`config.mk`:
```
export PLATFORM = sky130hd
export DESIGN_NAME = dcr_ctrl
export DESIGN_NICKNAME = d
export VERILOG_FILES = /design/src/hw/dcr_pkg.sv /design/src/hw/dcr_ctrl.sv /design/src/hw/dcr_qual.sv
export VERILOG_INCLUDE_DIRS = /design/src /design/src/hw
export SDC_FILE = /design/constraint.sdc
export NUM_CORES = 1
export LEC_CHECK = 0
export ABC_AREA = 1
export ABC_CLOCK_PERIOD_IN_PS = 2800
export BUFFER_PORTS_ARGS = -buffer_cell sky130_fd_sc_hd__buf_2
export CORE_UTILIZATION = 69
export DETAILED_ROUTE_END_ITERATION = 6
export GPL_TIMING_DRIVEN = 0
export HOLD_SLACK_MARGIN = 0.06
export PLACE_DENSITY = 0.95
export SLEW_MARGIN = 30
export SYNTH_ARGS = -nofsm -noshare
export SYNTH_HDL_FRONTEND = slang
export SYNTH_HIERARCHICAL = 1
export SYNTH_SLANG_ARGS = --single-unit
```
`constraint.sdc`:
```
create_clock -name clk -period 2.8 [get_ports clk]
set_clock_uncertainty 0.15 [all_clocks]
set_input_delay 0.56 -clock clk [delete_from_list [all_inputs] [get_ports clk]]
set_output_delay 0.56 -clock clk [all_outputs]
set_load 0.01 [all_outputs]
```
`src/hw/dcr_map.svh`:
```
// Constants for the dual-coil relay pulse controller.
// Assumes a 200 MHz clock; included by bare name.
`ifndef DCR_MAP_SVH
`define DCR_MAP_SVH
`define DCR_CLK_MHZ 200
`define DCR_QUAL_TIME_US 1000
`define DCR_PULSE_TIME_US 30000
`define DCR_QUAL_CYCLES (`DCR_QUAL_TIME_US * `DCR_CLK_MHZ)
`define DCR_PULSE_CYCLES (`DCR_PULSE_TIME_US * `DCR_CLK_MHZ)
`define DCR_CNT_W 24
`define DCR_CNT_ZERO 24'h000000
`define DCR_CNT_ONE 24'h000001
`endif

```
`src/hw/dcr_pkg.sv`:
```
// Types for the dual-coil relay pulse controller.
// Assumes nothing beyond a SystemVerilog compiler.
package dcr_pkg;
    typedef enum logic [1:0] {
        DCR_IDLE,
        DCR_QUAL,
        DCR_DRIVE,
        DCR_WAIT_LOW
    } dcr_chan_state_type;
endpackage

```
`src/hw/dcr_ctrl.sv`:
```
// Top of the dual-coil relay pulse controller, fixed-pulse variant.
// Assumes requests and enable are synchronous to clk.
`include "dcr_map.svh"
`timescale 1ns/1ps
`default_nettype none
module dcr_ctrl
    import dcr_pkg::*;
#(
    parameter logic [23:0] QUAL_CYCLES = 24'(`DCR_QUAL_CYCLES),
    parameter logic [23:0] PULSE_CYCLES = 24'(`DCR_PULSE_CYCLES)
) (
    input wire logic clk,
    input wire logic reset_n,
    input wire logic clk_en,
    input wire logic enable,
    input wire logic request_1,
    input wire logic request_2,
    output logic drive_1,
    output logic drive_2
);
    logic [1:0] req;
    logic [1:0] qual;
    wire logic [1:0] drive_q;
    assign req = {request_2, request_1};

    genvar ch;
    generate
        for (ch = 0; ch < 2; ch++) begin : g_chan
            dcr_chan_state_type state_q;
            dcr_chan_state_type state_d;
            logic drive_r_q;
            logic [`DCR_CNT_W-1:0] pulse_q;
            logic [`DCR_CNT_W-1:0] pulse_d;
            // Disabled time never counts toward qualification
            dcr_qual #(.QUAL_CYCLES(QUAL_CYCLES)) u_qual (
                .clk(clk),
                .reset_n(reset_n),
                .clk_en(clk_en),
                .request(req[ch]),
                .rearm(enable),
                .qualified(qual[ch])
            );
            // Other channel driving, qualified or stuck high blocks this one
            wire logic other_busy = drive_q[1-ch] || qual[1-ch];
            wire logic ready = (state_q == DCR_QUAL) && qual[ch];
            wire logic start = ready && !other_busy && enable;
            // A blocked qualification spends the edge; wait for a low
            wire logic blocked = ready && !start;
            wire logic done = (pulse_q >= PULSE_CYCLES - `DCR_CNT_ONE);
            wire logic abort = !enable;
            // Pulse timer runs to full length regardless of request width
            assign pulse_d = (state_q == DCR_DRIVE) ? pulse_q + `DCR_CNT_ONE : `DCR_CNT_ZERO;

            // Channel sequencing; every code is a legal state
            always_comb begin
                state_d = state_q;
                unique case (state_q)
                    DCR_IDLE: begin
                        if (req[ch]) begin
                            state_d = DCR_QUAL;
                        end
                    end
                    DCR_QUAL: begin
                        if (!req[ch]) begin
                            state_d = DCR_IDLE;
                        end else if (start) begin
                            state_d = DCR_DRIVE;
                        end else if (blocked) begin
                            state_d = DCR_WAIT_LOW;
                        end
                    end
                    DCR_DRIVE: begin
                        if (abort || done) begin
                            state_d = DCR_WAIT_LOW;
                        end
                    end
                    DCR_WAIT_LOW: begin
                        if (!req[ch]) begin
                            state_d = DCR_IDLE;
                        end
                    end
                endcase
            end

            // State, registered drive and pulse timer
            always_ff @(posedge clk or negedge reset_n) begin
                if (!reset_n) begin
                    state_q <= DCR_IDLE;
                    drive_r_q <= 1'b0;
                    pulse_q <= `DCR_CNT_ZERO;
                end else if (clk_en) begin
                    state_q <= state_d;
                    drive_r_q <= (state_d == DCR_DRIVE);
                    pulse_q <= pulse_d;
                end
            end
            assign drive_q[ch] = drive_r_q;
        end
    endgenerate

    assign drive_1 = drive_q[0];
    assign drive_2 = drive_q[1];

    // Own run counters, so the width checks do not lean on pulse_q
    generate
        for (ch = 0; ch < 2; ch++) begin : g_chk
            logic [`DCR_CNT_W-1:0] run_q;
            always_ff @(posedge clk or negedge reset_n) begin
                if (!reset_n) begin
                    run_q <= `DCR_CNT_ZERO;
                end else if (clk_en) begin
                    run_q <= drive_q[ch] ? run_q + `DCR_CNT_ONE : `DCR_CNT_ZERO;
                end
            end

        end
    endgenerate
endmodule
`default_nettype wire

```
`src/hw/dcr_qual.sv`:
```
// One channel's request qualifier.
// Assumes request is synchronous to clk.
`include "dcr_map.svh"
`timescale 1ns/1ps
`default_nettype none
module dcr_qual #(
    parameter logic [23:0] QUAL_CYCLES = 24'(`DCR_QUAL_CYCLES)
) (
    input wire logic clk,
    input wire logic reset_n,
    input wire logic clk_en,
    input wire logic request,
    input wire logic rearm,
    output logic qualified
);
    logic [`DCR_CNT_W-1:0] count_q;
    wire logic count_full = (count_q >= QUAL_CYCLES);

    // Count high width; rearm low keeps the count cleared
    always_ff @(posedge clk or negedge reset_n) begin
        if (!reset_n) begin
            count_q <= `DCR_CNT_ZERO;
        end else if (clk_en) begin
            if (!request || !rearm) begin
                count_q <= `DCR_CNT_ZERO;
            end else if (!count_full) begin
                count_q <= count_q + `DCR_CNT_ONE;
            end
        end
    end

    // Level output, so a stuck request keeps blocking the other side
    assign qualified = request && count_full;
endmodule
`default_nettype wire

```
==> reports/results.tsv, run 1 <==
stage	metric	value	unit
status	status	finished clean	
final_layout	fin_nets	932	
drt	drtIter0Drc	345	
power	p_comb_share	6.1	%
yosys	async_reset_ff_share	100	%
cts	cts.clk_slew.worst_paths	0.10	ns
sta	slew_violations	0	
sta	final.setup.tns	0	ns
cts	cts-root-buf	clkbuf_8	
sta	worst_pin_slew	0.559	ns
yosys	synth_enable_flop_cells	0	
yosys	synthTopCellsByArea	dfrtp_1 (40%), nand2_1 (15%), nor2_1 (8.6%)	
place	detailed_place.area	0.00654	sq mm
sta	rsz0062_at_grt	false	
worst_setup_path	crit_start	g_chan[1].u_qual/count_q[9]	
yosys	syn-num-nets	912	
drt	viasPerCell	5.54	
sta	hold_viol	0	
job	cap_violations	0	
yosys	ys_ff_latch	102	
cts	cts_buffers	9	
yosys	ys.flop_type	dfrtp_1	
yosys	synthMuxAreaShare	0	%
final_layout	final_area	0.00673	sq mm
yosys	synth_area	0.00634	sq mm
worst_setup_path	path_max_fanout	5	
worst_setup_path	rr_startpoint	g_chan[1].u_qual/count_q[9]	
power	p_int	1870	uW
drt	drc	0	
worst_setup_path	r2r-end	g_chan[1].state_q[0]	
drt	drtAntennaViolNets	0	
yosys	synth_compound_area_share	7.66	%
worst_setup_path	crit_type	flip-flop to flip-flop	
worst_setup_path	path_cells	inv_1 > nand2_1 > nor2_1 > nand3_2 > nand3_2 > nand2_1 > inv_1 > nand2_1 > nor3_1 > a21oi_1 > o21ai_0 > nand2_1 > nand2_1 > nand2_1	
power	clockPowerShare	34.5	%
sta	holdWs	0.349	ns
yosys	synth_top_family_by_area	simple AND/OR/NAND/NOR gates	
grt	grt_util_all_layers	30.6	%
grt	antenna_found_initial	0	
floorplan	die_y	97.9	um
worst_setup_path	required	2.92	ns
final_layout	areaGrowthSynthToFinish	6.10	%
floorplan	core.rowCount	34	
grt	grt_pass1_vias	5552	
power	power_density	372	mW/mm^2
floorplan	io_pins	8	
power	power_frac_seq	59.4	%
drt	vias	5722	
worst_setup_path	cp-endpoint	g_chan[1].state_q[0]	
grt	grt_pass1_wl	23.9	mm
worst_setup_path	slowest_delay	0.45	ns
floorplan	core_area	0.00881	sq mm
drt	wire_per_inst	13.1	um
power	ir_drop	0.233	mV
final_layout	utilization	76.4	%
worst_setup_path	cp_num_cells	14	
yosys	synthAdderAreaFrac	1.18	%
sta	relSlewSlack	62.7	%
worst_setup_path	r2r_cells	14	
worst_setup_path	start_kind	flip-flop	
power	swShare	25.5	%
worst_setup_path	rrSetupSlack	0.62	ns
worst_setup_path	crit_slowest_cell	dfrtp_1	
drt	dr.pass1.iters	5	
worst_setup_path	path_delay_family	simple AND/OR/NAND/NOR gates	
yosys	synth_cells	900	
cts	worstSkewPairLatency	0.37	ns
yosys	synth_top_area_cell	dfrtp_1	
cts	cts_buffer_depth	2	
yosys	seq_area_frac_synth	40.3	%
sta	post-route-min-period	2.18	ns
worst_setup_path	crit_path_end_kind	flip-flop	
sta	period_share	77.7	%
floorplan	die_area	0.00958	sq mm
floorplan	start_util	72.0	%
yosys	synthXorXnorAreaFrac	3.04	%
place	place_congestion	0.874	
cts	cts_tree	built	
drt	routed_wl	13.6	mm
cts	clock-sinks	102	
min_path	worstHoldPathType	flip-flop to flip-flop	
final_layout	n_antenna_cell	0	
final_layout	layout-drive-gt1-share	10.2	%
yosys	ys_warn_count	6	
final_layout	fillers	651	
yosys	yosysUniqueCellTypes	37	
yosys	synth_most_common_cell	nand2_1	
floorplan	fp.dieW	97.9	um
worst_setup_path	crit_buf_inv	2	
cts	htree_levels	3	
power	total_power	2510	uW
yosys	synthSimpleGateAreaFrac	38.9	%
grt	grt.overflow.total	0	
place	portBuffers	7	
sta	setup_viol	0	
worst_setup_path	arrival	2.30	ns
yosys	synth_commonest_cells	nand2_1 (248), nor2_1 (145), inv_1 (112)	
grt	grt_max_degree	59	
sta	fmax	0.460	GHz
power	p_leak	0.00306	uW
place	place.detailed.hpwl	9.91	mm
yosys	syn_avg_cell_area	7.04	sq um
worst_setup_path	crit_top_cell	nand2_1	
power	p_sw	640	uW
yosys	synth_top_area_share	40.3	%
power groups by stage:
stage                     logic [uW]  registers [uW]  clock network (uW)
after global placement           141            1520                   0
after global routing             170            1490                 937
after floorplan                 82.9            1520                   0
after CTS                        154            1490                 874
final                            152            1490                 865
after detailed placement         152            1520                   0
metal layers:
layer / global-route usage, % / share of wire (%) / wire (um)
met1: 39.2 / 44 / 5910
met2: 51.6 / 49 / 6700
met3: 5.94 / 5.1 / 694
met4: 11.7 / 1.8 / 250
met5: 0 / 0 / 0
area by class of cell:
type | count | area (sq um) | area share, %
flip-flops and latches | 102 | 2550 | 37.9
multi-input cells | 664 | 3220 | 47.9
well taps | 108 | 135 | 2.01
inverters | 118 | 443 | 6.58
clock inverters | 5 | 35.0 | 0.521
repair buffers | 9 | 78.8 | 1.17
clock buffers | 10 | 138 | 2.05
plain buffers | 16 | 125 | 1.86
worst min-delay path, cell delays in order (launching register included):
cell and delay, ns:
dfrtp_1 0.33, inv_1 0.05, nor2_1 0.09
state kept, by name (all words and copies together), names as in the netlist:
register and cells:
g_chan.state_q 4, drive_2 1, g_chan.u_qual/count_q 48, g_chan.pulse_q 48, drive_1 1
placed cells by master, fill, tap and decap left out, types with 2 or more instances in the layout:
cell type,count
a31oi_1,4
buf_8,2
nor2_1,145
nor3_1,16
xnor2_1,4
clkinv_2,2
a211oi_1,4
a221oi_1,2
nand4_1,18
o21ai_2,8
nor3_4,2
buf_2,10
nand3_2,6
clkinv_1,2
dfrtp_1,102
inv_1,112
xor2_1,18
nor3_2,2
nand2_4,2
buf_6,6
nor2_2,7
clkbuf_8,10
o21ai_0,33
nand3b_1,4
a21oi_1,25
inv_2,4
nand2_2,21
clkbuf_1,5
o21ai_1,3
nor2_4,8
ha_1,6
nand2_1,248
nand3_1,72
cell families (layout without fill, tap and decap cells):
kind of cell | count (synthesis) | count (layout)
and+or+nand+nor | 552 | 552
buffers and inverters | 134 | 158
DFF | 102 | 102
AOI/OAI and AO/OA | 84 | 84
xor gates and xnor gates | 22 | 22
adders and majority gates | 6 | 6
worst min path at each step:
| stage | start | to | slack [ns] | depth (start not counted) |
|---|---|---|---|---|
| 6_report | g_chan[1].u_qual/count_q[19] | g_chan[1].u_qual/count_q[19] | 0.35 | 2 |
| 5_1_grt | g_chan[1].u_qual/count_q[19] | g_chan[1].u_qual/count_q[19] | 0.37 | 2 |
| 4_1_cts | g_chan[0].u_qual/count_q[22] | g_chan[0].u_qual/count_q[22] | 0.35 | 2 |
| 3_5_place_dp | g_chan[0].u_qual/count_q[21] | g_chan[0].u_qual/count_q[21] | 0.33 | 2 |
| 3_3_place_gp | g_chan[0].u_qual/count_q[21] | g_chan[0].u_qual/count_q[21] | 0.32 | 2 |
| 2_1_floorplan | reset_n | drive_1 | 0.11 | 0 |
what timing repair did:
item / CTS / global route
hold buffers: 1 / 0
endpoints found under the hold margin: 44 / 0
setup buffers: 0 / 0
gates resized for setup: 0 / 0
stage by stage:
| step | worst slack, ns | std cells |
|---|---|---|
| 2_1_floorplan | 1.05 | 900 |
| 3_3_place_gp | -0.0499 | 1015 |
| 3_5_place_dp | 0.538 | 1016 |
| 4_1_cts | 0.686 | 1032 |
| 5_1_grt | 0.552 | 1032 |
| 6_report | 0.625 | 1032 |
Note: power is estimated with default switching activity, not from simulation.
==> run 2, diff against run 1 <==
Settings changed: ABC_CLOCK_PERIOD_IN_PS 2800 to 1900, CORE_UTILIZATION 69 to 58, PLACE_DENSITY 0.95 to 0.88.
Clock period 2.8 ns to 1.9 ns, I/O delays scaled along.
==> run 2 against run 1 <==
Compared with the run above: the flow now finishes with violations (negative setup slack); routed wire length up 4.7%; sequential power up 48%; combinational power up 54%; first-iteration DRC count down 7.5%; count of clock-buffer cells in the layout unchanged; global-route usage down 5.0 points; sequential cell count unchanged; register-to-register slack worse by 0.65 ns; total power up 55%; cell area up 4.4%; final cell count up 4.7%; largest cell class unchanged.
==> reports/results.tsv, run 2 (synthesis gave the netlist of run 1 again) <==
stage	metric	value	unit	change
worst_setup_path	crit_type	flip-flop to flip-flop		
grt	grt_pass1_vias	5215		-6.1%
sta	worst_slack	-0.0256	ns	-0.650 ns
final_layout	utilization	67.1	%	-9.3 points
grt	antenna_found_initial	0		unchanged
sta	slew_violations	0		unchanged
grt	grt_pass1_wl	23.4	mm	-2.4%
final_layout	mostFrequentLayoutCells	nand2_1 (240), nor2_1 (141), inv_1 (104)		
job	cap_violations	0		unchanged
grt	grt.overflow.total	0		unchanged
power	power_density	552	mW/mm^2	+48%
sta	rsz0062_at_grt	true		
grt	grt_max_degree	71		+20%
floorplan	fp.dieW	107	um	+8.9%
sta	fmax	0.519	GHz	+13%
sta	relSlewSlack	64.5	%	+1.8 points
sta	worst_pin_slew	0.532	ns	-0.0273 ns
drt	vias	5798		+1.3%
worst_setup_path	crit_path_end_kind	flip-flop		
min_path	worstHoldPathType	input pin to flip-flop		
floorplan	io_pins	8		unchanged
drt	drtAntennaViolNets	0		unchanged
drt	drtIter0Drc	319		-7.5%
place	portBuffers	7		unchanged
floorplan	core.rowCount	37		+8.8%
cts	cts_buffer_depth	2		unchanged
drt	dr.pass1.iters	5		unchanged
worst_setup_path	path_max_fanout	5		unchanged
worst_setup_path	start_kind	flip-flop		
final_layout	n_antenna_cell	0		unchanged
final_layout	reg_top3	g_chan.pulse_q: 48 flops, g_chan.u_qual/count_q: 48 flops, g_chan.state_q: 4 flops		
floorplan	core_area	0.0105	sq mm	+19%
status	violations	negative setup slack		
status	status	complete, but fails checks		
floorplan	die_area	0.0114	sq mm	+19%
drt	viasPerCell	5.36		-3.3%
cts	cts.clk_slew.worst_paths	0.10	ns	about the same
cts	cts_tree	built		
floorplan	die_y	107	um	+8.9%
power	total_power	3870	uW	+55%
cts	cts-root-buf	clkbuf_8		
floorplan	start_util	60.6	%	-11 points
cts	htree_levels	3		unchanged
drt	drc	0		unchanged
sta	hold_viol	0		unchanged
worst_setup_path	required	2.04	ns	-0.88 ns
grt	grt_util_all_layers	25.6	%	-5.0 points
sta	period_share	101	%	+24 points
power	ir_drop	0.532	mV	+130%
worst_setup_path	arrival	2.07	ns	-0.23 ns
final_layout	final_common_cell	nand2_1		
final_layout	fin_nets	952		+2.1%
cts	cts_buffers	9		unchanged
sta	setup_viol	1		+1
cts	clock-sinks	102		unchanged
sta	post-route-min-period	1.93	ns	-0.250 ns
final_layout	areaGrowthSynthToFinish	10.7	%	
place	place_congestion	0.885		+1.2%
cts	worstSkewPairLatency	0.39	ns	+0.02 ns
power	p_leak	0.00317	uW	+3.6%
drt	wire_per_inst	13.1	um	about the same
place	place.detailed.hpwl	9.77	mm	-1.5%
drt	routed_wl	14.2	mm	+4.7%
final_layout	layout-drive-gt1-share	15.6	%	+5.4 points
## run 2: cell count changes in the layout (fill, tap and decap cells not counted), sizes merged
cell / before / now
clkinv: 5 / 4
bufinv: 0 / 1
inv: 117 / 118
buf: 19 / 39
## run 2: path summary, 6_finish.rpt
path,slack [ns],end,cells after the start,start
setup / recovery,-0.03,g_chan[1].state_q[0],14,g_chan[1].u_qual/count_q[12]
hold / removal,0.28,g_chan[0].u_qual/count_q[17],3,clk_en
setup reg to reg,-0.03,g_chan[1].state_q[0],14,g_chan[1].u_qual/count_q[12]
hold reg to reg,0.35,g_chan[0].u_qual/count_q[22],2,g_chan[0].u_qual/count_q[22]
max in group asynchronous,0.66,g_chan[1].u_qual/count_q[11],3,reset_n
min in group asynchronous,0.29,drive_2,2,reset_n
## run 2: stage by stage
stage | instance area (sq um) | std cells | setup WS (ns) | hold WS, ns | setup TNS, ns
6_report | 7020 | 1081 | -0.0256 | 0.280 | -0.0256
2_1_floorplan | 6340 | 900 | 0.150 | -0.0656 | 0
3_5_place_dp | 6580 | 1044 | -0.202 | 0.144 | -3.32
4_1_cts | 6820 | 1063 | -0.00683 | 0.261 | -0.00683
5_1_grt | 7020 | 1081 | -0.245 | 0.276 | -1.02
3_3_place_gp | 6550 | 1043 | -0.771 | 0.320 | -80.64
## run 2: per-layer routing
| metal | wire length, um | global-route usage (%) | share of wire, % |
|---|---|---|---|
| met2 | 6860 | 42.9 | 48 |
| met1 | 6540 | 34.3 | 46 |
| met4 | 133 | 5.87 | 0.94 |
| met5 | 0 | 0 | 0 |
| met3 | 654 | 4.84 | 4.6 |
## run 2: critical path, cell delays in order, from the launching register on
cell     delay, ns
dfrtp_2       0.47
inv_2         0.07
nand2_2       0.05
nor2_2        0.11
nand3_2       0.11
nand3_4       0.09
nand2_2       0.05
inv_2         0.07
nand2_2       0.07
nor3_2        0.16
a21oi_1       0.09
o21ai_1       0.16
nand2_1       0.07
nand2_1       0.07
nand2_1       0.06
## run 2: what timing repair did
item                                    4_1_cts  5_1_grt
hold endpoints to repair                     32        0
resized for setup                             6       31
pin swaps                                     1       16
endpoints found under the setup margin        4       19
buffers inserted                              2       18
hold buffers                                  1        0
## run 2: power by group
part	internal, uW	switching (uW)
logic	68.5	166
clock network	654	788
registers	2180	15.7
total	2900	970
## run 2: final cells by class
| cell class | count | area [sq um] |
|---|---|---|
| clock inverter | 6 | 68.8 |
| multi-input combinational | 664 | 3290 |
| timing repair buffer | 29 | 229 |
| fill | 899 | 3440 |
| clock buffer | 10 | 138 |
| buffer | 16 | 125 |
| tap | 136 | 170 |
| sequential | 102 | 2560 |
| inverter | 118 | 443 |
